===== config.mk =====
export PLATFORM = sky130hd
export DESIGN_NAME = lane_alignment_config_tx
export DESIGN_NICKNAME = d
export VERILOG_FILES = /design/src/design/sample_fifo.v /design/src/design/lane_alignment_config_tx.v
export VERILOG_INCLUDE_DIRS = /design/src /design/src/design
export SDC_FILE = /design/constraint.sdc
export NUM_CORES = 1
export LEC_CHECK = 0
export BUFFER_PORTS_ARGS = -buffer_cell sky130_fd_sc_hd__buf_4
export CORE_MARGIN = 2
export CORE_UTILIZATION = 40
export CTS_CLUSTER_DIAMETER = 200
export CTS_CLUSTER_SIZE = 24
export DETAILED_ROUTE_END_ITERATION = 8
export PLACE_DENSITY = 0.54
export SLEW_MARGIN = 20
export SYNTH_ARGS = -nofsm -noshare
export SYNTH_HDL_FRONTEND = slang
export SYNTH_SLANG_ARGS = --single-unit

===== constraint.sdc =====
create_clock -name clk -period 5.46 [get_ports clk]
set_input_delay 1.092 -clock clk [delete_from_list [all_inputs] [get_ports clk]]
set_output_delay 1.092 -clock clk [all_outputs]
set_load 0.02 [all_outputs]

===== src/design/lane_align_map.vh =====
// Register offsets, field values and constants for the lane alignment configuration transmitter
`ifndef LANE_ALIGN_MAP_VH
`define LANE_ALIGN_MAP_VH
// ----------------------------------------
// Register byte addresses
// ----------------------------------------
`define OFS_CTRL 8'h00
`define OFS_MFLEN 8'h04
`define OFS_STATUS 8'h08
`define OFS_SAMPLE 8'h0C
`define OFS_DATA 8'h10
// ----------------------------------------
// Control register fields
// ----------------------------------------
`define CTRL_ILAS_EN 0
`define CTRL_TWO_LANE 1
`define CTRL_MF_OVR 2
`define CTRL_SCRAMBLE 3
`define CTRL_TWOS_COMP 4
`define CTRL_CONV_EN 5
`define CTRL_RESET 32'h0000_0000
// ----------------------------------------
// Configuration field values
// ----------------------------------------
`define CFG_RES_N 5'h0D
`define CFG_BITS_NP 5'h0F
`define CFG_K_ONE_LANE 5'h08
`define CFG_K_TWO_LANE 5'h10
`define CFG_L_TWO_LANE 5'h01
`define CFG_OCTETS 14
`define CFG_LAST 4'hD
// ----------------------------------------
// Conversion timing
// ----------------------------------------
`define CONV_LATENCY 20
`define SAMPLE_BITS 14
`define RATE_MSPS 160
`endif


===== src/design/sample_fifo.v =====
// Synchronous FIFO with valid/ready on both sides
module sample_fifo #(
  parameter WIDTH = 32,
  parameter DEPTH = 32,
  parameter AW = 5
) (
  input wire clk,
  input wire rst_b,
  input wire [WIDTH-1:0] in_data,
  input wire in_valid,
  output wire in_ready,
  output wire [WIDTH-1:0] out_data,
  output wire out_valid,
  input wire out_ready
);
  reg [WIDTH-1:0] mem_r [0:DEPTH-1];
  reg [AW-1:0] wp_r;
  reg [AW-1:0] rp_r;
  reg [AW:0] cnt_r;
  wire push = in_valid && in_ready;
  wire pop = out_valid && out_ready;
  assign in_ready = (cnt_r != DEPTH[AW:0]);
  assign out_valid = (cnt_r != {(AW+1){1'b0}});
  assign out_data = mem_r[rp_r];
  // ----------------------------------------
  // Storage
  // ----------------------------------------
  // Storage has no reset; pointers guard reads
  always @(posedge clk) begin
    if (push) begin
      mem_r[wp_r] <= in_data;
    end
  end
  // Pointers and fill count
  always @(posedge clk or negedge rst_b) begin
    if (!rst_b) begin
      wp_r <= {AW{1'b0}};
      rp_r <= {AW{1'b0}};
      cnt_r <= {(AW+1){1'b0}};
    end else begin
      if (push) begin
        wp_r <= (wp_r == DEPTH[AW-1:0] - 1'b1) ? {AW{1'b0}} : wp_r + 1'b1;
      end
      if (pop) begin
        rp_r <= (rp_r == DEPTH[AW-1:0] - 1'b1) ? {AW{1'b0}} : rp_r + 1'b1;
      end
      if (push && !pop) begin
        cnt_r <= cnt_r + 1'b1;
      end else if (pop && !push) begin
        cnt_r <= cnt_r - 1'b1;
      end
    end
  end
endmodule


===== src/design/lane_alignment_config_tx.v =====
// Lane alignment configuration octet generator with converter sample pipeline and AXI4-Lite registers
`include "lane_align_map.vh"
module lane_alignment_config_tx #(
  parameter LATENCY = `CONV_LATENCY,
  parameter FIFO_DEPTH = 32
) (
  input wire clk,
  input wire rst_b,
  input wire [13:0] sample_in,
  input wire [31:0] s_axi_awaddr,
  input wire s_axi_awvalid,
  output reg s_axi_awready,
  input wire [31:0] s_axi_wdata,
  input wire [3:0] s_axi_wstrb,
  input wire s_axi_wvalid,
  output reg s_axi_wready,
  output reg [1:0] s_axi_bresp,
  output reg s_axi_bvalid,
  input wire s_axi_bready,
  input wire [31:0] s_axi_araddr,
  input wire s_axi_arvalid,
  output reg s_axi_arready,
  output reg [31:0] s_axi_rdata,
  output reg [1:0] s_axi_rresp,
  output reg s_axi_rvalid,
  input wire s_axi_rready,
  output reg [7:0] lane0_octet,
  output reg [7:0] lane1_octet,
  output reg cfg_valid,
  output reg [3:0] cfg_index
);
  // ----------------------------------------
  // Registers
  // ----------------------------------------
  reg [31:0] ctrl_r;
  reg [4:0] multiframe_length_value_r;
  reg [31:0] aw_r;
  reg aw_ok_r;
  reg [31:0] wd_r;
  reg [3:0] ws_r;
  reg wd_ok_r;
  reg ilas_done_r;
  wire ilas_en = ctrl_r[`CTRL_ILAS_EN];
  wire two_lane = ctrl_r[`CTRL_TWO_LANE];
  wire mf_ovr = ctrl_r[`CTRL_MF_OVR];
  wire scramble_select = ctrl_r[`CTRL_SCRAMBLE];
  wire twos_comp = ctrl_r[`CTRL_TWOS_COMP];
  wire conv_en = ctrl_r[`CTRL_CONV_EN];
  // ----------------------------------------
  // Configuration fields
  // ----------------------------------------
  // Default follows lane setting; override only when bit is one
  wire [4:0] k_field = mf_ovr ? multiframe_length_value_r :
    (two_lane ? `CFG_K_TWO_LANE : `CFG_K_ONE_LANE);
  wire [4:0] l_field = two_lane ? `CFG_L_TWO_LANE : 5'h00;
  wire [7:0] f_field = two_lane ? 8'h00 : 8'h01;
  // Octet builder shared by both lanes, differs only in lane id
  function [7:0] cfg_octet;
    input [3:0] idx;
    input [4:0] lid;
    input [4:0] lf;
    input [7:0] ff;
    input [4:0] kf;
    input scr;
    reg [7:0] sum;
    begin
      sum = 8'h00;
      case (idx)
        4'h0: cfg_octet = 8'h00;
        4'h1: cfg_octet = 8'h00;
        4'h2: cfg_octet = {3'b000, lid};
        4'h3: cfg_octet = {scr, 2'b00, lf};
        4'h4: cfg_octet = ff;
        4'h5: cfg_octet = {3'b000, kf};
        4'h6: cfg_octet = 8'h00;
        4'h7: cfg_octet = {3'b000, `CFG_RES_N};
        4'h8: cfg_octet = {3'b000, `CFG_BITS_NP};
        4'h9: cfg_octet = 8'h00;
        4'hA: cfg_octet = 8'h00;
        4'hB: cfg_octet = 8'h00;
        4'hC: cfg_octet = 8'h00;
        4'hD: begin
          // Sum of field values, wraps at 256
          sum = {3'b000, lid} + {7'b0000000, scr} + {3'b000, lf} + ff + {3'b000, kf} +
            {3'b000, `CFG_RES_N} + {3'b000, `CFG_BITS_NP};
          cfg_octet = sum;
        end
        default: cfg_octet = 8'h00;
      endcase
    end
  endfunction
  // ----------------------------------------
  // Sample pipeline
  // ----------------------------------------
  reg [13:0] samp_s1_r;
  reg [13:0] samp_s2_r;
  reg [13:0] pipe_r [0:LATENCY-1];
  reg [LATENCY-1:0] pv_r;
  // Input pin passes two flops; the first one is the sampling edge
  always @(posedge clk or negedge rst_b) begin
    if (!rst_b) begin
      samp_s1_r <= 14'h0000;
      samp_s2_r <= 14'h0000;
    end else begin
      samp_s1_r <= sample_in;
      samp_s2_r <= samp_s1_r;
    end
  end
  // One stage per edge; format applied on entry by flipping the sign bit
  genvar g;
  generate
    for (g = 0; g < LATENCY; g = g + 1) begin : stage
      if (g == 0) begin : first
        always @(posedge clk or negedge rst_b) begin
          if (!rst_b) begin
            pipe_r[g] <= 14'h0000;
            pv_r[g] <= 1'b0;
          end else begin
            pipe_r[g] <= {samp_s2_r[13] ^ twos_comp, samp_s2_r[12:0]};
            pv_r[g] <= conv_en;
          end
        end
      end else begin : rest
        always @(posedge clk or negedge rst_b) begin
          if (!rst_b) begin
            pipe_r[g] <= 14'h0000;
            pv_r[g] <= 1'b0;
          end else begin
            pipe_r[g] <= pipe_r[g-1];
            pv_r[g] <= pv_r[g-1];
          end
        end
      end
    end
  endgenerate
  // Samples buffer ahead of the link; full stalls nothing upstream, so overflow drops
  wire fifo_in_ready;
  wire [31:0] fifo_out;
  wire fifo_valid;
  wire fifo_pop = fifo_valid && ilas_done_r && !cfg_valid;
  sample_fifo #(.WIDTH(32), .DEPTH(FIFO_DEPTH), .AW(5)) u_fifo (
    .clk(clk),
    .rst_b(rst_b),
    .in_data({18'h0_0000, pipe_r[LATENCY-1]}),
    .in_valid(pv_r[LATENCY-1]),
    .in_ready(fifo_in_ready),
    .out_data(fifo_out),
    .out_valid(fifo_valid),
    .out_ready(fifo_pop)
  );
  reg ovf_r;
  // ----------------------------------------
  // Alignment sequence and link output
  // ----------------------------------------
  // Octet counter walks 0..13 once per enable; samples follow afterwards
  always @(posedge clk or negedge rst_b) begin
    if (!rst_b) begin
      cfg_valid <= 1'b0;
      cfg_index <= 4'h0;
      ilas_done_r <= 1'b0;
      lane0_octet <= 8'h00;
      lane1_octet <= 8'h00;
      ovf_r <= 1'b0;
    end else begin
      if (pv_r[LATENCY-1] && !fifo_in_ready) begin
        ovf_r <= 1'b1;
      end
      if (!ilas_en) begin
        cfg_valid <= 1'b0;
        cfg_index <= 4'h0;
        ilas_done_r <= 1'b0;
        lane0_octet <= 8'h00;
        lane1_octet <= 8'h00;
      end else if (!ilas_done_r) begin
        cfg_valid <= 1'b1;
        lane0_octet <= cfg_octet(cfg_index, 5'h00, l_field, f_field, k_field, scramble_select);
        lane1_octet <= cfg_octet(cfg_index, 5'h01, l_field, f_field, k_field, scramble_select);
        if (cfg_index == `CFG_LAST) begin
          ilas_done_r <= 1'b1;
          cfg_index <= 4'h0;
        end else begin
          cfg_index <= cfg_index + 4'h1;
        end
      end else begin
        cfg_valid <= 1'b0;
        // Two lanes split MSB and LSB octets; one lane carries MSB only
        if (fifo_pop) begin
          lane0_octet <= {2'b00, fifo_out[13:8]};
          lane1_octet <= two_lane ? fifo_out[7:0] : 8'h00;
        end
      end
    end
  end
  // ----------------------------------------
  // AXI4-Lite slave
  // ----------------------------------------
  // Address and data captured independently, response after both
  always @(posedge clk or negedge rst_b) begin
    if (!rst_b) begin
      s_axi_awready <= 1'b1;
      s_axi_wready <= 1'b1;
      s_axi_bvalid <= 1'b0;
      s_axi_bresp <= 2'b00;
      aw_ok_r <= 1'b0;
      wd_ok_r <= 1'b0;
      aw_r <= 32'h0000_0000;
      wd_r <= 32'h0000_0000;
      ws_r <= 4'h0;
      ctrl_r <= `CTRL_RESET;
      multiframe_length_value_r <= 5'h00;
    end else begin
      if (s_axi_awvalid && s_axi_awready) begin
        aw_r <= s_axi_awaddr;
        aw_ok_r <= 1'b1;
        s_axi_awready <= 1'b0;
      end
      if (s_axi_wvalid && s_axi_wready) begin
        wd_r <= s_axi_wdata;
        ws_r <= s_axi_wstrb;
        wd_ok_r <= 1'b1;
        s_axi_wready <= 1'b0;
      end
      if (aw_ok_r && wd_ok_r && !s_axi_bvalid) begin
        s_axi_bvalid <= 1'b1;
        s_axi_bresp <= 2'b00;
        aw_ok_r <= 1'b0;
        wd_ok_r <= 1'b0;
        if (aw_r[7:0] == `OFS_CTRL && ws_r[0]) begin
          ctrl_r[7:0] <= wd_r[7:0];
        end else if (aw_r[7:0] == `OFS_MFLEN && ws_r[0]) begin
          multiframe_length_value_r <= wd_r[4:0];
        end else if (aw_r[7:0] != `OFS_CTRL && aw_r[7:0] != `OFS_MFLEN) begin
          s_axi_bresp <= 2'b10;
        end
      end
      if (s_axi_bvalid && s_axi_bready) begin
        s_axi_bvalid <= 1'b0;
        s_axi_awready <= 1'b1;
        s_axi_wready <= 1'b1;
      end
    end
  end
  // Read: one cycle after address accepted
  always @(posedge clk or negedge rst_b) begin
    if (!rst_b) begin
      s_axi_arready <= 1'b1;
      s_axi_rvalid <= 1'b0;
      s_axi_rdata <= 32'h0000_0000;
      s_axi_rresp <= 2'b00;
    end else begin
      if (s_axi_arvalid && s_axi_arready) begin
        s_axi_arready <= 1'b0;
        s_axi_rvalid <= 1'b1;
        s_axi_rresp <= 2'b00;
        case (s_axi_araddr[7:0])
          `OFS_CTRL: s_axi_rdata <= {24'h00_0000, ctrl_r[7:0]};
          `OFS_MFLEN: s_axi_rdata <= {27'h000_0000, multiframe_length_value_r};
          `OFS_STATUS: s_axi_rdata <= {25'h000_0000, ovf_r, fifo_valid, cfg_index, ilas_done_r};
          `OFS_SAMPLE: s_axi_rdata <= {18'h0_0000, pipe_r[LATENCY-1]};
          `OFS_DATA: s_axi_rdata <= {3'b000, k_field, 3'b000, l_field, f_field, 8'h00};
          default: begin
            s_axi_rdata <= 32'h0000_0000;
            s_axi_rresp <= 2'b10;
          end
        endcase
      end else if (s_axi_rvalid && s_axi_rready) begin
        s_axi_rvalid <= 1'b0;
        s_axi_arready <= 1'b1;
      end
    end
  end
endmodule


Yosys cells after proc, flatten, opt, wreduce, memory -nomap -nowiden. Memory sizes are Yosys's and may differ from the RTL's. Index checks and enable logic that the tools add are counted.

Register bits after elaboration: 440. RAM bits: 448. Input bits: 121. Output and inout port bits: 62. Logic and storage cells: 185. Memories: 1.

Memories: u_fifo.mem_r (words 32, bits a word 14, read ports 1, clocked after memory_dff 0, write ports 1, RTL line sample_fifo.v:16) `reg [WIDTH-1:0] mem_r [0:DEPTH-1];`.

$add $sub $neg: 16. Equality and inequality tests: 18. Multiplexer cells: 46. Bitwise operators: 2. Reductions and logical operators: 36.

Operators with widths (count): case mux 29 bit (5 select lines) (1); 2-to-1 mux 8 bit (7); case mux 8 bit (7 select lines) (1); case mux 8 bit (6 select lines) (1); 2-to-1 mux 1 bit (23); 2-to-1 mux 5 bit (4); logical AND 1 bit (17); adder 7 x 4 -> 8 bit (second input constant) (2); equality test 8 x 3 -> 1 bit (second input constant) (2); equality test 8 x 4 -> 1 bit (second input constant) (2); logical NOT 8 bit (2); adder 6 x 4 -> 7 bit (second input constant) (2); nonzero test 2 bit (7); equality test 4 x 3 -> 1 bit (second input constant) (3); 2-to-1 mux 4 bit (3); 2-to-1 mux 6 bit (2); adder 5 x 1 -> 5 bit (second input constant) (2); equality test 5 bit (second input constant) (2); equality test 4 x 2 -> 1 bit (second input constant) (2); equality test 4 bit (second input constant) (2); equality test 8 x 5 -> 1 bit (second input constant) (1); 2-to-1 mux 2 bit (4); != test 8 x 3 -> 1 bit (second input constant) (1); nonzero test 8 bit (1); 19 further kinds (24).

Longest topological paths before layout. Gate-level depths: netlist (run 1).

Word-level depth: 9. Mapped depth: 13. Gate-level depth less buffers: 13.

Modules after synthesis. From an unflattened synthesis (run 1), not the netlist that was laid out.

Cells, all modules: 2570. Area total of the unflattened synthesis: 52362.7 um^2.

By module, submodules not included: sample_fifo (times used 1, cells an instance 1826, area an instance 39733.1 um^2, seq. area each 31149.9 um^2); lane_alignment_config_tx (times used 1, cells an instance 744, area an instance 12629.6 um^2, seq. area each 10263.6 um^2).

Worst setup path before layout (run 1). No wires, ideal clock.

Kind: reg-to-reg. Start: register u_fifo.cnt_r[0]. End: register u_fifo.cnt_r[5]. Library setup time: 0.130 ns. Arrival: 2.718 ns. Required time: 5.330 ns. Setup slack: 2.611 ns. Cell stages (with the launch flop): 14. Path buffers: 1. Period minus slack after synthesis: 2.849 ns. Path through: dfrtp_1 > nor4_1 > a21oi_1 > nand2_1 > buf_2 > ha_1 > inv_1 > ha_1 > a21o_1 > a21oi_1 > nor2_1 > nand4_1 > o211ai_1 > xor2_1.

Word-level cells in the longest chain between the ends: 7. Elaborated cells between the ends (all ways): 15. Those cells by class: add/sub (2); eq/ne (1); mux (2); reduce/logical (10).

RTL lines: from (decl) (RTL line sample_fifo.v:19) `reg [AW:0] cnt_r;`; from (signal assigned) (RTL line sample_fifo.v:39) `cnt_r <= {(AW+1){1'b0}};`; from (signal assigned) (RTL line sample_fifo.v:48) `cnt_r <= cnt_r + 1'b1;`; from (signal assigned) (RTL line sample_fifo.v:50) `cnt_r <= cnt_r - 1'b1;`; branches (longest 7 deep; another with subtractor 6 x 1 -> 6 bit).

Parallel ways; which one is timed is not known. The select of a mux whose other input is x is not followed. A chain may end at the register's enable or synchronous reset.

Worst setup path in the final report (run 1). Ends and elaborated chain as after synthesis.

==> reports/qor.csv, run 1 <==
stage,metric,value,unit
hold_path,Min-Delay Path Depth,0,
global_routing,total track usage,16.4,%
clock_tree,"CTS clk-pin slew, worst paths",0.10,ns
sta,Tmin final,3.92,ns
setup_path,Reg2Reg Capture Point,u_fifo.cnt_r[5],
setup_path,Worst setup SP type,flop,
final_layout,filler instances,6717,
placed_design,placed instance area,32900,sq um
synth,Avg Inst Size Synth,18.9,sq um
global_routing,first-pass GRT wire length,96.8,mm
hold_path,worst hold start,pipe_r[232],
final_layout,Post-Route Utilization,44.2,%
pwr,worst vdd ir,0.276,mV
global_routing,met2 GRT Util,26.2,%
setup_path,CP max stage delay,0.82,ns
pwr,leakage,12.5,nW
sta,unrepaired setup endpoints after global routing,false,
placed_design,dpl ws,1.54,ns
setup_path,crit-path cells,"nor4_1, a21oi_1, nand2_1, ha_1, inv_1, ha_1, a21o_1, a21oi_1, nor2_1, nand4_1, o211ai_1, xor2_1",
setup_path,crit end category,flop,
job,max-cap violations,0,
floorplan,Core Region,77200,sq um
clock_tree,root buffer cell,clkbuf_16,
synth,Yosys top cell area share,43.3,%
routing,number of DRC markers in iteration 0,1310,
global_routing,GRT met1 Usage,24.1,%
global_routing,antenna violations before repair,2,
final_layout,nets@finish,1893,
global_routing,vias in the first global route,14800,
global_routing,grt peak-use layer,met2,
setup_path,flop2flop setup slack,1.54,ns
synth,Synth Flop Type,edfxtp_1,
setup_path,WP data arrival,4.40,ns
synth,Commonest cells post-synth,"edfxtp_1, dfrtp_1, nor2_1, nand2_1, mux4_2",
status,status,"complete, no violations",
placed_design,Post-DP HPWL,40.2,mm
synth,Post-synth ARST share,48.7,%
placed_design,Port Buffers,93,
synth,Area contributors post-synth,"edfxtp_1, dfrtp_1, mux4_2",
synth,mapped cell area,31100,sq um
clock_tree,Post-CTS Setup Inserts,0,
synth,Yosys reg bits,874,
hold_path,Worst Hold Class,flop to flop,
sta,post-route setup slack,1.54,ns
routing,routed vias,14700,
routing,Post-route DRC,0,
global_routing,total congestion overflow,0,
clock_tree,Clock Sink Count,874,
sta,count of final hold-check violations,0,
clock_tree,Skew-Pair Late Insertion Delay,0.61,ns
synth,number of synthesized flops with an enable pin,448,
sta,WHS,0.340,ns
synth,synth unique cells,78,
global_routing,met3 usage,2.17,%
synth,leading area contributor after synthesis,edfxtp_1,
floorplan,die width,283,um
floorplan,placement row count,102,
global_routing,largest net degree at the start of global routing,132,
clock_tree,# resized after CTS,0,
sta,setup violators final,0,
sta,Slew Limit Fails,0,
setup_path,peak fanout along the critical path,15,
clock_tree,clk buf depth,3,
sta,Slew HR,27.1,%
sta,final setup skew,0.0315,ns
floorplan,die area,79900,sq um
setup_path,Critical Path Slowest Stage Cell,a21oi_1,
sta,Final Cycle Share,71.8,%
setup_path,WP data required,5.94,ns
setup_path,Worst R2R Start,u_fifo.cnt_r[0],
routing,first-pass detailed-route iteration total,5,
placed_design,Routability Congestion,0.862,
synth,cells after synthesis,1646,
clock_tree,H-tree Lvls,2,
routing,Routed Antenna Nets,0,
floorplan,Die H,283,um
sta,setup TNS,0,ns
floorplan,initial core utilization,40.2,%
synth,post-synthesis sequential area ratio,77.6,%
floorplan,Top Ports,183,
sta,Max Clock Freq,0.255,GHz
routing,routed len/inst,23.1,um
sta,Slew @ Worst Pin,1.09,ns
final_layout,post-route cell area,34200,sq um
synth,most common cell in the netlist,edfxtp_1,
routing,detailed-route vias per instance,5.20,
final_layout,share of layout cells above drive strength 1,18.3,%
synth,Syn. warnings,0,
setup_path,WS Path Type,flop to flop,
clock_tree,hold buffers post-CTS,0,
setup_path,Worst R2R Path Depth,12,
clock_tree,CTS tree,yes,
routing,routed wire length,65.1,mm
clock_tree,TritonCTS Buffers,42,
pwr,Power Density,338,nW/um^2
final_layout,Synth-to-Final Area Change,9.94,%
hold_path,Min-Delay Endpoint,pipe_r[218],
-- cell usage in the layout, fill, tap and decap left out, drive strengths merged, types with 4 or more instances in the layout --
cell type  synthesis  layout
xor2               5       5
nor2              79      79
conb               1      14
buf               47     122
ha                22      22
o22ai              7       7
xnor2              9       9
and3               5       5
a22o              17      17
nand2             75      75
nand3             26      26
a211oi            10      10
a221oi             4       4
mux2              38      38
inv               21      24
nand4              7       7
and2               4       4
a31oi             10      10
mux4             106     106
edfxtp           448     448
or3                6       6
clkbuf            31      69
o21ai             40      40
o32ai              4       4
mux2i             41      41
a22oi              9       9
nor2b             18      18
dfrtp            423     423
nand2b            11      11
nor4               5       5
nand3b             5       5
nor3              11      11
a21oi             35      35
-- kinds of logic (layout without fill, tap and decap cells) --
group	count (synthesis)	after routing	share of synthesized area, %
flip-flops	874	874	77.6
AND/OR/NAND/NOR	264	264	4.07
multiplexers	185	185	10.9
AO/OA/AOI/OAI	181	181	3.95
buffers and inverters	101	218	1.99
adder cells (fa/ha/maj)	26	26	1.11
XOR/XNOR	14	14	0.395
other	1	15	0.0121
-- power by group --
part | internal [mW] | switching (mW)
combinational | 0.277 | 0.410
sequential | 7.21 | 0.174
clock | 1.48 | 1.98
-- critical path, delay by kind of cell, from the launching register on --
family	cells	cell delay [ns]
XOR/XNOR	1	0.15
AO/OA/AOI/OAI	4	1.34
buffers and inverters	1	0.20
adder cells (fa/ha/maj)	2	0.74
AND/OR/NAND/NOR	4	0.94
flip-flops	1	0.46
-- final cells by class --
class	count	area, sq um	share of cell area, %
Inverter	23	86.3	0.253
Sequential cell	874	24100	70.6
Multi-Input combinational cell	684	6460	18.9
Clock buffer	69	1150	3.37
Clock inverter	4	50.0	0.147
Timing Repair Buffer	122	973	2.85
Tap cell	1040	1300	3.81
Antenna cell	1	2.50	0.00733
-- state kept, by name, indices dropped and copies added, names as in the netlist, 4 cells and up --
register                   count
samp_s1_r                     14
pv_r                          20
pipe_r                       280
lane1_octet                    8
u_fifo.cnt_r                   6
s_axi_rdata                   20
lane0_octet                    8
u_fifo.mem_r                 448
cfg_index                      4
ctrl_r                         7
samp_s2_r                     14
wd_r                           8
u_fifo.rp_r                    5
aw_r                           8
u_fifo.wp_r                    5
multiframe_length_value_r      5
-- metrics by stage --
stage | power [mW] | cells
6_report | 11.5 | 2817
5_1_grt | 12.0 | 2816
4_1_cts | 11.7 | 2816
3_5_place_dp | 8.23 | 2743
3_3_place_gp | 8.20 | 2743
2_1_floorplan | 7.91 | 1659
-- metal layers --
metal / part of all wire [%] / wire length [um] / vias up
met4: 2.2 / 1440 / 0
li1: - / - / 6415
met5: 0 / 0 / -
met1: 45 / 29200 / 7827
met2: 48 / 31300 / 339
met3: 4.9 / 3200 / 71
-- how the worst max path moves through the flow --
stage                                from               to  slack (ns)  cells after the start
after floorplan           u_fifo.cnt_r[0]  u_fifo.cnt_r[5]        2.61                     13
after global placement    u_fifo.cnt_r[0]  u_fifo.cnt_r[5]        1.56                     12
after detailed placement  u_fifo.cnt_r[0]  u_fifo.cnt_r[5]        1.54                     12
after CTS                 u_fifo.cnt_r[0]  u_fifo.cnt_r[5]        1.54                     12
after global routing      u_fifo.cnt_r[0]  u_fifo.cnt_r[5]        1.26                     12
final                     u_fifo.cnt_r[0]  u_fifo.cnt_r[5]        1.54                     12
Power figures use the tool's default switching activity.
==> run 2, diff against run 1 <==
clock period = 3.8 ns   (was 5.46 ns; I/O delays follow)
==> run 2 against run 1 <==
  * Routed wire length is 0.88% higher
  * Register-to-register slack worse by 0.99 ns
  * Maximum frequency increased by 21%
  * Sequential cell count unchanged
  * Sequential share of layout area decreased by 0.67 points
  * Non-clock buffer count rose by 46
  * Via count up 1.7%
==> reports/qor.csv, run 2 (synthesis results as in run 1) <==
stage,metric,value,unit,change
status,status,"complete, no violations",,unchanged
final_layout,Antenna diodes,0,,was 1
sta,Tmin final,3.25,ns,was 3.92 ns
sta,Final Cycle Share,85.5,%,was 71.8%
placed_design,Post-DP HPWL,41.4,mm,was 40.2 mm
pwr,worst vdd ir,0.388,mV,was 0.276 mV
global_routing,antenna violations before repair,1,,was 2
routing,detailed-route vias per instance,5.20,,about the same
setup_path,crit-path cells,"nor2_1, nor4b_1, a21bo_2, clkinv_1, ha_1, inv_1, ha_1, a21o_1, a21oi_1, nor2_1, nand4_1, o211ai_1, xor2_1",,"was nor4_1, a21oi_1, nand2_1, ha_1, inv_1, ha_1, a21o_1, a21oi_1, nor2_1, nand4_1, o211ai_1, xor2_1"
pwr,Power Density,483,nW/um^2,was 338 nW/um^2
setup_path,WP data arrival,3.75,ns,was 4.40 ns
pwr,leakage,12.8,nW,was 12.5 nW
floorplan,Die H,283,um,unchanged
global_routing,met3 usage,2.43,%,was 2.17%
placed_design,Routability Congestion,0.868,,was 0.862
sta,Slew @ Worst Pin,1.02,ns,was 1.09 ns
placed_design,dpl ws,0.563,ns,was 1.54 ns
placed_design,Port Buffers,93,,unchanged
sta,setup TNS,0,ns,unchanged
routing,Routed Antenna Nets,0,,unchanged
setup_path,Worst R2R Path Depth,13,,was 12
routing,routed len/inst,23.0,um,was 23.1 um
final_layout,"commonest non-fill, non-tap cell in the layout",edfxtp_1,,unchanged
clock_tree,hold buffers post-CTS,0,,unchanged
final_layout,share of layout cells above drive strength 1,19.3,%,was 18.3%
placed_design,cell count after placement,2789,,was 2743
clock_tree,CTS tree,yes,,unchanged
final_layout,max reg flops,448,,unchanged
setup_path,CP max stage delay,0.43,ns,was 0.82 ns
setup_path,Reg2Reg Capture Point,u_fifo.cnt_r[5],,unchanged
floorplan,Top Ports,183,,unchanged
routing,Post-route DRC,0,,unchanged
floorplan,die area,79900,sq um,unchanged
final_layout,most frequent cells in the layout,"edfxtp_1, dfrtp_1, buf_4, nand2_1, nor2_1",,"was edfxtp_1, dfrtp_1, buf_4, nand2_1, mux4_2"
final_layout,post-route cell area,34500,sq um,was 34200 sq um
clock_tree,"CTS clk-pin slew, worst paths",0.11,ns,was 0.10 ns
sta,Slew HR,32.3,%,was 27.1%
final_layout,register with the most flip-flops,u_fifo.mem_r,,unchanged
floorplan,Core Region,77200,sq um,unchanged
final_layout,nets@finish,1939,,was 1893
sta,Max Clock Freq,0.308,GHz,was 0.255 GHz
setup_path,Worst R2R Start,u_fifo.cnt_r[1],,was u_fifo.cnt_r[0]
clock_tree,TritonCTS Buffers,42,,unchanged
global_routing,vias in the first global route,15300,,was 14.8k
routing,number of DRC markers in iteration 0,1285,,was 1310
floorplan,placement row count,102,,unchanged
sta,count of final hold-check violations,0,,unchanged
routing,first-pass detailed-route iteration total,5,,unchanged
global_routing,GRT met1 Usage,24.5,%,was 24.1%
clock_tree,H-tree Lvls,2,,unchanged
setup_path,peak fanout along the critical path,9,,was 15
setup_path,CP Launch Point,u_fifo.cnt_r[1],,was u_fifo.cnt_r[0]
clock_tree,Post-CTS Setup Inserts,0,,unchanged
job,max-cap violations,0,,unchanged
sta,Slew Limit Fails,0,,unchanged
final_layout,Synth-to-Final Area Change,11.0,%,was 9.94%
clock_tree,Skew-Pair Late Insertion Delay,0.61,ns,about the same
floorplan,die width,283,um,unchanged
setup_path,flop2flop setup slack,0.55,ns,was 1.54 ns
sta,unrepaired setup endpoints after global routing,false,,unchanged
clock_tree,Clock Sink Count,874,,unchanged
sta,setup violators final,0,,unchanged
setup_path,WP data required,4.30,ns,was 5.94 ns
setup_path,crit end category,flop,,unchanged
floorplan,initial core utilization,40.2,%,unchanged
clock_tree,root buffer cell,clkbuf_16,,unchanged
final_layout,filler instances,6689,,was 6717
global_routing,total congestion overflow,0,,unchanged
clock_tree,clk buf depth,3,,unchanged
clock_tree,# resized after CTS,0,,unchanged
global_routing,met2 GRT Util,26.1,%,was 26.2%
final_layout,largest registers,"u_fifo.mem_r x448, pipe_r x280",,unchanged
global_routing,total track usage,16.6,%,was 16.4%
placed_design,placed instance area,33300,sq um,was 32900 sq um
final_layout,Post-Layout Cell Count,2862,,was 2817
routing,routed vias,14900,,was 14.7k
global_routing,first-pass GRT wire length,98.0,mm,was 96.8 mm
global_routing,grt peak-use layer,met2,,unchanged
setup_path,Critical Path Slowest Stage Cell,dfrtp_1,,was a21oi_1
hold_path,Worst Hold Class,input pin to asynchronous set/reset pin,,was flop to flop
global_routing,largest net degree at the start of global routing,97,,was 132
sta,post-route setup slack,0.549,ns,was 1.54 ns
sta,final setup skew,0.0262,ns,was 0.0315 ns
routing,routed wire length,65.7,mm,was 65.1 mm
setup_path,Worst setup SP type,flop,,unchanged
setup_path,WS Path Type,flop to flop,,unchanged
run 2: metrics by stage:
step                      hold slack (ns)  util (%)  power [mW]
after detailed placement            0.335      43.1        11.8
after floorplan                     0.331         -        11.4
after global routing               0.0936      44.7        17.4
after CTS                          0.0796      44.7        16.9
after global placement              0.332      43.1        11.8
final                              0.0614      44.7        16.7
run 2: cell type report:
class,instances,area (sq um),share of cell area (%)
sequential,874,24100,70.0
multi-input combinational,684,6400,18.6
timing repair buffer,168,1340,3.90
tap,1040,1300,3.77
clock buffer,70,1180,3.41
inverter,23,86.3,0.250
clock inverter,3,45.0,0.131
run 2: worst max path at each step:
stage | endpoint | slack, ns | cells after the start
after floorplan | u_fifo.cnt_r[5] | 0.95 | 13
after global placement | u_fifo.cnt_r[5] | 0.53 | 13
after detailed placement | u_fifo.cnt_r[5] | 0.56 | 13
after CTS | u_fifo.cnt_r[5] | 0.53 | 13
after global routing | u_fifo.cnt_r[5] | 0.25 | 13
final | u_fifo.cnt_r[5] | 0.55 | 13
run 2: worst max-delay path: cells and delay by family (launching register included):
family	cells	cell delay [ns]
flip-flops	1	0.43
adder cells (fa/ha/maj)	2	0.60
AO/OA/AOI/OAI	4	0.77
AND/OR/NAND/NOR	4	0.75
XOR/XNOR	1	0.15
buffers and inverters	2	0.43
run 2: layer usage:
metal / wire length, um / vias to the layer above
met3: 2930 / 69
met4: 1430 / 0
met1: 30300 / 8028
met2: 31000 / 311
met5: 0 / -
li1: - / 6487
run 2: report_power, final:
part,internal [mW],switching [mW]
sequential,10.4,0.261
combinational,0.419,0.570
clock,2.17,2.87
